==> src/cis_cfg.svh <==
// status codes, command codes and flag positions of the initial-status responder
// assumes inclusion by bare name from the design file
`ifndef CIS_CFG_SVH
`define CIS_CFG_SVH
`define CIS_ST_ZERO   8'h00
`define CIS_ST_UC     8'h02
`define CIS_ST_DE     8'h04
`define CIS_ST_CE     8'h08
`define CIS_ST_CEDE   8'h0C
`define CIS_ST_BUSY   8'h10
`define CIS_ST_CUBUSY 8'h70
`define CIS_CMD_TIO   8'h00
`define CIS_CMD_NOP   8'h03
`define CIS_SS_BOC    3
`define CIS_SS_STK    5
`define CIS_RST_ADDR  8'h00
`endif

==> src/cis_pkg.sv <==
// types of the initial-status responder with dual host switch
// assumes nothing beyond a SystemVerilog compiler
package cis_pkg;
    typedef enum logic {CIS_IDLE, CIS_PRESENT} cis_state_t;
    typedef enum logic [1:0] {CIS_K_STD, CIS_K_CTL, CIS_K_NOP, CIS_K_TIO} cis_kind_t;
    typedef struct packed {
        logic       req;
        logic [7:0] addr;
        logic [7:0] cmd;
        logic       parityOk;
    } cis_sel_t;
    typedef struct packed {
        logic sysReset;
        logic selReset;
        logic progReq;
    } cis_irq_t;
endpackage

==> src/channel_initial_status_switch.sv <==
// initial-status responder and dual host switch allegiance logic
// assumes synchronous host tags; control program bits arrive as plain ports
`timescale 1ns/1ps
`include "cis_cfg.svh"
module channel_initial_status_switch
    import cis_pkg::*;
(
    input  wire logic       clock,
    input  wire logic       resetn,
    input  wire cis_sel_t   selA,
    input  wire cis_sel_t   selB,
    input  wire logic [1:0] ifEnable,
    input  wire logic [7:0] nativeAddrA,
    input  wire logic [7:0] nativeAddrB,
    input  wire cis_irq_t   irqPending,
    input  wire logic       cpIntReset,
    input  wire logic       cpStatusLoad,
    input  wire logic [7:0] cpStatus,
    input  wire logic       escTestLoaded,
    input  wire logic [7:0] escTestAddr,
    input  wire logic [7:0] escTestStatus,
    input  wire logic       escEndPending,
    input  wire logic       devEndNoChain,
    input  wire logic       cpNeutral,
    input  wire logic [1:0] disableReq,
    input  wire logic       stsAccept,
    input  wire logic       stsStack,
    output logic      [1:0] selBypass,
    output logic      [1:0] selHold,
    output logic            stsValid,
    output logic      [7:0] stsByte,
    output logic      [1:0] stsIf,
    output logic            isIntReq,
    output logic      [7:0] selStatus,
    output logic     [15:0] addrCmd,
    output logic      [7:0] nativeStatus,
    output logic            switched,
    output logic            allegIdx
);

    function automatic cis_kind_t cmdKind(input logic [7:0] cmd);
        if (cmd == `CIS_CMD_TIO)
            return CIS_K_TIO;
        else if (cmd == `CIS_CMD_NOP)
            return CIS_K_NOP;
        else if (cmd[1:0] == 2'b11)
            return CIS_K_CTL;
        else
            return CIS_K_STD;
    endfunction

    cis_state_t state_ff,   nxt_state;
    logic [7:0] stsByte_ff, nxt_stsByte;
    logic       stsIdx_ff,  nxt_stsIdx;
    logic       isDe_ff,    nxt_isDe;
    logic       alg_ff,     nxt_alg;
    logic       owe_ff,     nxt_owe;
    logic       natTio_ff,  nxt_natTio;
    logic       fromNat_ff, nxt_fromNat;
    logic       uc_ff,      nxt_uc;
    logic [15:0] curAc_ff,  nxt_curAc;
    logic       allegOn_ff, nxt_allegOn;
    logic       allegIdx_ff, nxt_allegIdx;
    logic [1:0] owed_ff,    nxt_owed;
    logic       isInt_ff,   nxt_isInt;
    logic       stk_ff,     nxt_stk;
    logic       boc_ff,     nxt_boc;
    logic [15:0] addrCmd_ff, nxt_addrCmd;
    logic [7:0] natSts_ff,  nxt_natSts;
    logic       last_ff,    nxt_last;

    logic       partitioned;
    logic [1:0] isNat;
    logic [1:0] usable;
    logic [1:0] cand;
    logic       win;
    cis_sel_t   ws;
    cis_kind_t  wk;
    logic       cuBusy;
    logic       deGo;
    logic       take;
    logic       done;
    logic       stackOk;
    logic [7:0] pByte;
    logic       pAlg;
    logic       pOwe;
    logic       pNatTio;
    logic       pFromNat;

    assign partitioned = ^ifEnable;
    assign isNat[0] = selA.addr == nativeAddrA;
    assign isNat[1] = selB.addr == nativeAddrB;
    // emulation addresses only while partitioned
    assign usable = ifEnable & (isNat | {2{partitioned}});
    assign cand = {selB.req, selA.req} & usable;
    // alternate winner when both select together
    assign win = cand[1] & (~cand[0] | ~last_ff);
    assign ws = win ? selB : selA;
    assign wk = cmdKind(ws.cmd);
    assign cuBusy = isInt_ff | (|irqPending);
    assign deGo = ~allegOn_ff & (|owed_ff) & ~cuBusy;
    assign take = (state_ff == CIS_IDLE) & ~deGo & (|cand);
    assign done = (state_ff == CIS_PRESENT) & (stsAccept | stsStack);
    assign stackOk = stsStack & ((stsByte_ff != `CIS_ST_ZERO) | natTio_ff);

    // initial status for the winning selection
    always_comb
    begin
        pByte = `CIS_ST_ZERO;
        pAlg = 1'b0;
        pOwe = 1'b0;
        pNatTio = 1'b0;
        pFromNat = 1'b0;
        if (allegOn_ff & (allegIdx_ff != win))
        begin
            pByte = `CIS_ST_BUSY;
            pOwe = 1'b1;
        end
        else if (isNat[win])
        begin
            pNatTio = wk == CIS_K_TIO;
            if (!ws.parityOk)
                pByte = `CIS_ST_UC;
            else if (cuBusy)
                pByte = `CIS_ST_CUBUSY;
            else if (natSts_ff != `CIS_ST_ZERO)
            begin
                pFromNat = 1'b1;
                pByte = natSts_ff | ((wk == CIS_K_TIO) ? `CIS_ST_ZERO : `CIS_ST_BUSY);
            end
            else if (allegOn_ff)
                pByte = `CIS_ST_BUSY;
            else
            begin
                case (wk)
                    CIS_K_TIO: pByte = `CIS_ST_ZERO;
                    CIS_K_NOP: pByte = `CIS_ST_CEDE;
                    CIS_K_CTL: pByte = `CIS_ST_CE;
                    default:
                    begin
                        pByte = `CIS_ST_ZERO;
                        pAlg = 1'b1;
                    end
                endcase
            end
        end
        else if (!ws.parityOk)
            pByte = `CIS_ST_UC;
        else if (wk == CIS_K_TIO)
        begin
            if (isInt_ff | ~escTestLoaded | (escTestAddr != ws.addr) | escEndPending)
                pByte = `CIS_ST_CUBUSY;
            else
                pByte = escTestStatus;
        end
        else if (cuBusy)
            pByte = `CIS_ST_CUBUSY;
        else if (wk == CIS_K_NOP)
            pByte = `CIS_ST_CEDE;
        else
        begin
            pByte = `CIS_ST_ZERO;
            pAlg = 1'b1;
        end
    end

    always_comb
    begin
        nxt_state = state_ff;
        nxt_stsByte = stsByte_ff;
        nxt_stsIdx = stsIdx_ff;
        nxt_isDe = isDe_ff;
        nxt_alg = alg_ff;
        nxt_owe = owe_ff;
        nxt_natTio = natTio_ff;
        nxt_fromNat = fromNat_ff;
        nxt_uc = uc_ff;
        nxt_curAc = curAc_ff;
        nxt_allegOn = allegOn_ff;
        nxt_allegIdx = allegIdx_ff;
        nxt_owed = owed_ff & ~disableReq; // disable cancels owed device end
        nxt_isInt = isInt_ff & ~cpIntReset;
        nxt_stk = stk_ff & ~cpIntReset;
        nxt_boc = boc_ff & ~cpIntReset;
        nxt_addrCmd = addrCmd_ff;
        nxt_natSts = cpStatusLoad ? cpStatus : natSts_ff;
        nxt_last = last_ff;
        if (devEndNoChain | cpNeutral)
            nxt_allegOn = 1'b0;
        if ((state_ff == CIS_IDLE) & deGo)
        begin
            nxt_state = CIS_PRESENT;
            nxt_stsByte = `CIS_ST_DE;
            nxt_stsIdx = ~owed_ff[0];
            nxt_isDe = 1'b1;
            nxt_alg = 1'b0;
            nxt_owe = 1'b0;
            nxt_natTio = 1'b0;
            nxt_fromNat = 1'b0;
            nxt_uc = 1'b0;
        end
        else if (take)
        begin
            nxt_state = CIS_PRESENT;
            nxt_stsByte = pByte;
            nxt_stsIdx = win;
            nxt_isDe = 1'b0;
            nxt_alg = pAlg;
            nxt_owe = pOwe;
            nxt_natTio = pNatTio;
            nxt_fromNat = pFromNat;
            nxt_uc = pByte == `CIS_ST_UC;
            nxt_curAc = {ws.addr, ws.cmd};
            nxt_last = win;
        end
        if (done)
        begin
            nxt_state = CIS_IDLE;
            if (isDe_ff)
                nxt_owed[stsIdx_ff] = 1'b0;
            else if (owe_ff)
                nxt_owed[stsIdx_ff] = 1'b1;
            else if (stackOk)
            begin
                nxt_isInt = 1'b1;
                nxt_stk = 1'b1;
                nxt_boc = uc_ff | boc_ff;
                nxt_addrCmd = curAc_ff;
                if (natTio_ff)
                    nxt_natSts = stsByte_ff;
            end
            else
            begin
                if (fromNat_ff)
                    nxt_natSts = `CIS_ST_ZERO;
                if (alg_ff | (stsByte_ff == `CIS_ST_CE))
                begin
                    nxt_isInt = 1'b1;
                    nxt_addrCmd = curAc_ff;
                end
                if (alg_ff)
                begin
                    nxt_allegOn = 1'b1;
                    nxt_allegIdx = stsIdx_ff;
                end
            end
        end
    end

    always_ff @(posedge clock or negedge resetn)
    begin
        if (!resetn)
        begin
            state_ff <= CIS_IDLE;
            stsByte_ff <= `CIS_ST_ZERO;
            stsIdx_ff <= 1'b0;
            isDe_ff <= 1'b0;
            alg_ff <= 1'b0;
            owe_ff <= 1'b0;
            natTio_ff <= 1'b0;
            fromNat_ff <= 1'b0;
            uc_ff <= 1'b0;
            curAc_ff <= 16'h0000;
            allegOn_ff <= 1'b0;
            allegIdx_ff <= 1'b0;
            owed_ff <= 2'h0;
            isInt_ff <= 1'b0;
            stk_ff <= 1'b0;
            boc_ff <= 1'b0;
            addrCmd_ff <= 16'h0000;
            natSts_ff <= `CIS_ST_ZERO;
            last_ff <= 1'b0;
        end
        else
        begin
            state_ff <= nxt_state;
            stsByte_ff <= nxt_stsByte;
            stsIdx_ff <= nxt_stsIdx;
            isDe_ff <= nxt_isDe;
            alg_ff <= nxt_alg;
            owe_ff <= nxt_owe;
            natTio_ff <= nxt_natTio;
            fromNat_ff <= nxt_fromNat;
            uc_ff <= nxt_uc;
            curAc_ff <= nxt_curAc;
            allegOn_ff <= nxt_allegOn;
            allegIdx_ff <= nxt_allegIdx;
            owed_ff <= nxt_owed;
            isInt_ff <= nxt_isInt;
            stk_ff <= nxt_stk;
            boc_ff <= nxt_boc;
            addrCmd_ff <= nxt_addrCmd;
            natSts_ff <= nxt_natSts;
            last_ff <= nxt_last;
        end
    end

    assign selBypass = ~usable;
    // a usable selection that is not being answered now waits
    assign selHold = cand & ~((state_ff == CIS_PRESENT) ? {stsIdx_ff, ~stsIdx_ff} : 2'b00);
    assign stsValid = state_ff == CIS_PRESENT;
    assign stsByte = stsByte_ff;
    assign stsIf = stsValid ? {stsIdx_ff, ~stsIdx_ff} : 2'b00;
    assign isIntReq = isInt_ff;
    assign selStatus = {2'b00, stk_ff, 1'b0, boc_ff, 3'b000};
    assign addrCmd = addrCmd_ff;
    assign nativeStatus = natSts_ff;
    assign switched = allegOn_ff;
    assign allegIdx = allegIdx_ff;
endmodule

==> config.mk <==
export PLATFORM = sky130hd
export DESIGN_NAME = channel_initial_status_switch
export DESIGN_NICKNAME = d
export VERILOG_FILES = /design/src/cis_pkg.sv /design/src/channel_initial_status_switch.sv
export VERILOG_INCLUDE_DIRS = /design/src /design/src/src
export SDC_FILE = /design/constraint.sdc
export NUM_CORES = 1
export LEC_CHECK = 0
export BUFFER_PORTS_ARGS = -buffer_cell sky130_fd_sc_hd__buf_4
export CAP_MARGIN = 20
export CORE_AREA = 4 4 110 112
export DETAILED_ROUTE_END_ITERATION = 10
export DIE_AREA = 0 0 114 116
export SETUP_SLACK_MARGIN = 0.5
export SLEW_MARGIN = 15
export SYNTH_ARGS = -nofsm -noshare
export SYNTH_HDL_FRONTEND = slang
export SYNTH_SLANG_ARGS = --single-unit
==> constraint.sdc <==
create_clock -name clock -period 4 [get_ports clock]
set_input_delay 1.2 -clock clock [delete_from_list [all_inputs] [get_ports clock]]
set_output_delay 1.2 -clock clock [all_outputs]
set_load 0.01 [all_outputs]
-- After elaboration in Yosys (flattened, before gate mapping)
Cells that the tools add are included.
- bitwise logic cells: 48
- reductions and logical operators: 15
- order comparisons: 3
- multiplexer cells: 91
- equality and inequality tests: 11
- operators with widths (operator ; number):
    $mux W8 ; 17
    $mux W1 ; 59
    $mux W16 ; 2
    $mux W17 ; 1
    $eq A8 B2 Y1 const B ; 2
    $eq A8 B8 Y1 ; 2
    $reduce_bool A8 Y1 ; 2
    $not A1 Y1 ; 14
    $and A1 B1 Y1 ; 12
    $mux W2 ; 6
    $and A2 B2 Y2 ; 5
    $mux W5 ; 2
    $or A1 B1 Y1 ; 10
    $eq A8 B4 Y1 const B ; 1
    $logic_not A8 Y1 ; 1
    $ne A8 B8 Y1 ; 1
    $not A2 Y2 ; 4
    $or A8 B5 Y8 ; 1
    $pmux W4 S2 ; 1
    $mux W7 ; 1
    $eq A2 B2 Y1 const B ; 3
    $reduce_or A3 Y1 ; 2
    $reduce_and A5 Y1 ; 1
    $lt A1 B2 Y1 const B ; 2
    other kinds (13) ; 16
- output and inout bits: 50
- input bits: 93
- register bits: 64
- word-level logic and storage cells: 187

-- Longest topological paths before layout
- word-level depth: 23
- mapped depth: 17
- mapped depth without buffers: 16

-- Worst setup path after synthesis
OpenSTA, ideal clock, no wires.
- path kind: input port to flip-flop
- start: in nativeAddrA[6]
- end: reg uc_ff
- library setup time: 103 ps
- stages: 16
- data required time: 3897 ps
- arrival: 4017 ps
- path slack: -120 ps
- path buffers: 1
- path through: xor2_1 > nor4_1 > nand2_1 > a21o_1 > nand2_1 > buf_2 > mux2i_1 > mux2i_1 > o21ai_0 > ha_1 > inv_1 > a211oi_1 > a221oi_1 > o31a_1 > o221ai_1 > o41ai_2
- word-level cells in the longest chain between the ends: 23
- elaborated cells between the ends (all ways): 44
- classes of those cells: 9 x eq/ne; 21 x mux; 11 x bitwise; 3 x reduce/logical
- RTL lines (what ; line ; source):
    start: declaration ; channel_initial_status_switch.sv:13 ; input wire logic [7:0] nativeAddrA,
    $eq A8 B8 Y1 * ; channel_initial_status_switch.sv:91 ; assign isNat[0] = selA.addr == nativeAddrA;
    $or A2 B2 Y2 ; channel_initial_status_switch.sv:94 ; assign usable = ifEnable & (isNat | {2{partitioned}});
    $and A2 B2 Y2 ; channel_initial_status_switch.sv:94 ;
    $and A2 B2 Y2 ; channel_initial_status_switch.sv:95 ; assign cand = {selB.req, selA.req} & usable;
    $not A1 Y1 ; channel_initial_status_switch.sv:97 ; assign win = cand[1] & (~cand[0] | ~last_ff);
    $or A1 B1 Y1 ; channel_initial_status_switch.sv:97 ;
    $and A1 B1 Y1 ; channel_initial_status_switch.sv:97 ;
    $mux W17 ; channel_initial_status_switch.sv:98 ; assign ws = win ? selB : selA;
    (+7 left out) ; - ;
    $mux W8 ; channel_initial_status_switch.sv:126 ; else if (natSts_ff != `CIS_ST_ZERO)
    $mux W8 ; channel_initial_status_switch.sv:124 ; else if (cuBusy)
    $mux W8 ; channel_initial_status_switch.sv:122 ; if (!ws.parityOk)
    $mux W8 ; channel_initial_status_switch.sv:119 ; else if (isNat[win])
    $mux W8 ; channel_initial_status_switch.sv:114 ; if (allegOn_ff & (allegIdx_ff != win))
    $eq A8 B2 Y1 (no source line) ; - ;
    $mux W1 ; channel_initial_status_switch.sv:202 ; else if (take)
    $mux W1 ; channel_initial_status_switch.sv:190 ; if ((state_ff == CIS_IDLE) & deGo)
    end signal: assignment ; channel_initial_status_switch.sv:284 ; uc_ff <= nxt_uc;
    end: declaration ; channel_initial_status_switch.sv:60 ; logic uc_ff, nxt_uc;
Every way passes the cells marked *; elsewhere a longest branch is shown, timed or not. The select of a mux whose other input is x is not followed.
A chain may end at the register's enable or synchronous reset.

-- Worst setup path after layout
- start: in selB[9] (netlist name)
- end: reg uc_ff
- word-level cells in the longest chain between the ends: 21
- elaborated cells between the ends (all ways): 42
- classes of those cells: 9 x eq/ne; 21 x mux; 9 x bitwise; 3 x reduce/logical
- RTL lines (what ; line ; source):
    start: declaration ; channel_initial_status_switch.sv:11 ; input wire cis_sel_t selB,
    $eq A8 B8 Y1 ; channel_initial_status_switch.sv:92 ; assign isNat[1] = selB.addr == nativeAddrB;
    $or A2 B2 Y2 ; channel_initial_status_switch.sv:94 ;
    $and A2 B2 Y2 ; channel_initial_status_switch.sv:94 ;
    $and A2 B2 Y2 ; channel_initial_status_switch.sv:95 ;
    $and A1 B1 Y1 ; channel_initial_status_switch.sv:97 ;
    $mux W17 ; channel_initial_status_switch.sv:98 ;
    $eq A2 B2 Y1 ; channel_initial_status_switch.sv:46 ; else if (cmd[1:0] == 2'b11)
    $mux W1 ; channel_initial_status_switch.sv:46 ;
    (+5 left out) ; - ;
    $mux W8 ; channel_initial_status_switch.sv:126 ;
    $mux W8 ; channel_initial_status_switch.sv:124 ;
    $mux W8 ; channel_initial_status_switch.sv:122 ;
    $mux W8 ; channel_initial_status_switch.sv:119 ;
    $mux W8 ; channel_initial_status_switch.sv:114 ;
    $eq A8 B2 Y1 (no source line) ; - ;
    $mux W1 ; channel_initial_status_switch.sv:202 ;
    $mux W1 ; channel_initial_status_switch.sv:190 ;
Parallel ways exist; a longest one is shown, timed or not. The select of a mux whose other input is x is not followed.

==> results.sh <==
export IMPL_port_buffer_count=136
export IMPL_final_util=0.524
export IMPL_track_usage=0.202
export IMPL_cts_buffers=9
export IMPL_clk_latency_ns=0.33
export IMPL_clockRootBuffer="clkbuf_16"
export IMPL_setup_violations=0
export IMPL_fin_crit_sh=0.937
export IMPL_cp_num_buf_inv=2
export IMPL_synth_cells=432
export IMPL_placed_area_um2=5160
export IMPL_synth_avg_cell_area_um2=8.89
export IMPL_path_cells="buf_6 -> xor2_1 -> nor4_2 -> nand2_1 -> buf_6 -> a21oi_4 -> nand2_2 -> mux2i_4 -> mux2i_1 -> o21ai_2 -> ha_4 -> a311oi_2 -> a211o_1 -> o31a_1 -> nor2_1 -> o41ai_2"
export IMPL_leakage_nw=2.65
export IMPL_cp_common_cell="buf_6"
export IMPL_synth_seq_cells=64
export IMPL_cts_tree="done"
export IMPL_die_w_um=114
export IMPL_nNetsFinal=697
export IMPL_end_kind="register"
export IMPL_rsz0062_at_grt="true"
export IMPL_r2r_end="uc_ff"
export IMPL_timing_rr_start="isIntReq"
export IMPL_cpPeakStageDelay_ns=0.30
export IMPL_via_count=3981
export IMPL_antenna_found_initial=0
export IMPL_cts_buffer_depth=2
export IMPL_drt_iter0_markers=219
export IMPL_wire_per_inst_um=18.0
export IMPL_ioPinCount=143
export IMPL_grt_overflow=0
export IMPL_synth_area_um2=3840
export IMPL_worst_setup_path_type="in -> reg"
export IMPL_ys_flop_type="dfrtp_1"
export IMPL_critPathTopFamily="compound AO/OA/AOI/OAI gates"
export IMPL_max_clock_freq_mhz=267
export IMPL_synth_warnings=0
export IMPL_period_needed_ns=3.75
export IMPL_antenna_cells=0
export IMPL_final_area_um2=5890
export IMPL_grt_pass1_wl_um=21000
export IMPL_path_depth=16
export IMPL_start_util=0.342
export IMPL_cts_htree_levels=3
export IMPL_grt_pass1_vias=4086
export IMPL_yosysSeqAreaShare=0.417
export IMPL_synthDistinctLibCells=55
export IMPL_mostFrequentLayoutCells="buf_4, dfrtp_1, nand2_1"
export IMPL_via_per_inst=5.31
export IMPL_regToRegSetupSlack_ns=1.35
export IMPL_cap_violations=0
export IMPL_worst_setup_path_start_kind="input port"
export IMPL_yosys_area_top_type="dfrtp_1"
export IMPL_tns_ns=0
export IMPL_power_density_nw_per_um2=405
export IMPL_rows=39
export IMPL_p_total_w=0.00238
export IMPL_setup_worst_path_end="uc_ff"
export IMPL_finalWirelength_um=13500
export IMPL_status="finished clean"
export IMPL_drive_gt1_frac=0.425
export IMPL_drc_errors=0
export IMPL_die_y_um=116
export IMPL_r2r_cells=9
export IMPL_hold_viol=0
export IMPL_first_pass_iters=4
export IMPL_skew_ns=0.00500
export IMPL_crit_path_max_fanout=4
export IMPL_hold_buffers=0
export IMPL_slew_headroom=0.452
export IMPL_die_area_um2=13200
export IMPL_min_path_type="reg -> reg"
export IMPL_worst_slew_pin_slew_ns=0.821
export IMPL_ir_worst_vdd_uv=205
export IMPL_netlist_area_leader_share=0.417
export IMPL_grt_max_degree=65
export IMPL_crit_required_ns=4.23
export IMPL_mostFrequentLayoutCell="buf_4"
export IMPL_final_max_slew_viol_count=0
export IMPL_cpMaxStageDelayCell="o41ai_2"
export IMPL_synth_edf_count=0
export IMPL_synthToLayoutAreaGrowth_pct=53.2
export IMPL_path_clk_slew_ns=0.06
export IMPL_place_gp_congestion=0.848
export IMPL_crit_arrival_ns=3.98
export IMPL_critPathLaunch="selB[9]"
export IMPL_fillers=1056
export IMPL_ant_nets=0
export IMPL_dpl_hpwl_um=9950
export IMPL_core_area_um2=11200
export IMPL_cts_sinks=64
export IMPL_ys_top_cells_by_area="dfrtp_1, nand2_1, mux2_2"
export IMPL_synthArstFlopShare=1.00
==> Yosys cell counts, drive strengths merged (9+ instances only) <==
| library cell | count |
|---|---|
| dfrtp | 64 |
| nand2 | 66 |
| buf | 13 |
| inv | 15 |
| mux2i | 12 |
| nor2 | 43 |
| o21ai | 25 |
| a31oi | 19 |
| xor2 | 19 |
| clkbuf | 9 |
| a21oi | 17 |
| nor4 | 10 |
| nor3 | 12 |
| mux2 | 18 |
==> worst min path at each step <==
stage,startpoint,slack (ns),end,depth (start not counted)
2_1_floorplan,fromNat_ff,0.45,fromNat_ff,2
3_3_place_gp,fromNat_ff,0.47,fromNat_ff,2
3_5_place_dp,fromNat_ff,0.47,fromNat_ff,2
4_1_cts,fromNat_ff,0.49,fromNat_ff,2
5_1_grt,fromNat_ff,0.52,fromNat_ff,2
6_report,fromNat_ff,0.49,fromNat_ff,2
==> metal layers <==
layer	global-route usage	vias to the layer above	share of wire	wire (um)
li1	-	1873	-	-
met1	0.258	1933	0.42	5700
met2	0.335	159	0.48	6510
met3	0.0548	16	0.082	1110
met4	0.0594	0	0.014	189
met5	0	-	0	0
==> sequential cells by signal, summed over array words and instances, names as in the netlist, 2 cells and up <==
register	cells
stsByte	8
curAc_ff	16
addrCmd	16
nativeStatus	8
owed_ff	2
==> power by group <==
group / switching, W / internal, W / leakage (nW)
registers: 0.0000963 / 0.000798 / 0.777
logic: 0.000314 / 0.000373 / 1.74
clock network: 0.000313 / 0.000488 / 0.140
==> cell type report <==
cell class	instances	area (um^2)	area share
flip-flops and latches	64	1600	0.272
clock inverters	7	81.3	0.0138
multi-input cells	336	2310	0.393
inverters	15	56.3	0.00957
well taps	143	179	0.0304
clock buffers	9	225	0.0383
repair buffers	176	1430	0.243
==> logic make-up after synthesis <==
kind of cell	after synthesis	share of synthesized area
simple gates	171	0.210
other cells	1	0.000976
buf+inv	37	0.0449
xor+xnor	23	0.0524
flops	64	0.417
mux	30	0.0840
compound gates	104	0.184
fa+ha+maj	2	0.00651
==> per-stage QoR <==
step / hold WS (ns) / setup slack, ns / instances
after floorplan: 0.448 / 0.102 / 437
final: 0.490 / 0.251 / 750
after detailed placement: 0.474 / -0.0659 / 715
after CTS: 0.487 / 0.319 / 743
after global placement: 0.473 / -0.0256 / 715
after global routing: 0.524 / 0.113 / 750
==> worst min-delay path: stages, from the launching register on <==
cell	delay, ns
dfrtp_1	0.35
nand2_1	0.05
o31ai_1	0.05
==> timing repair <==
action,4_1_cts,5_1_grt
setup endpoints to repair,10,17
resized for setup,33,29
gates cloned,1,1
buffers inserted,11,6
pin swaps,12,10
(Power assumes the default switching activity.)
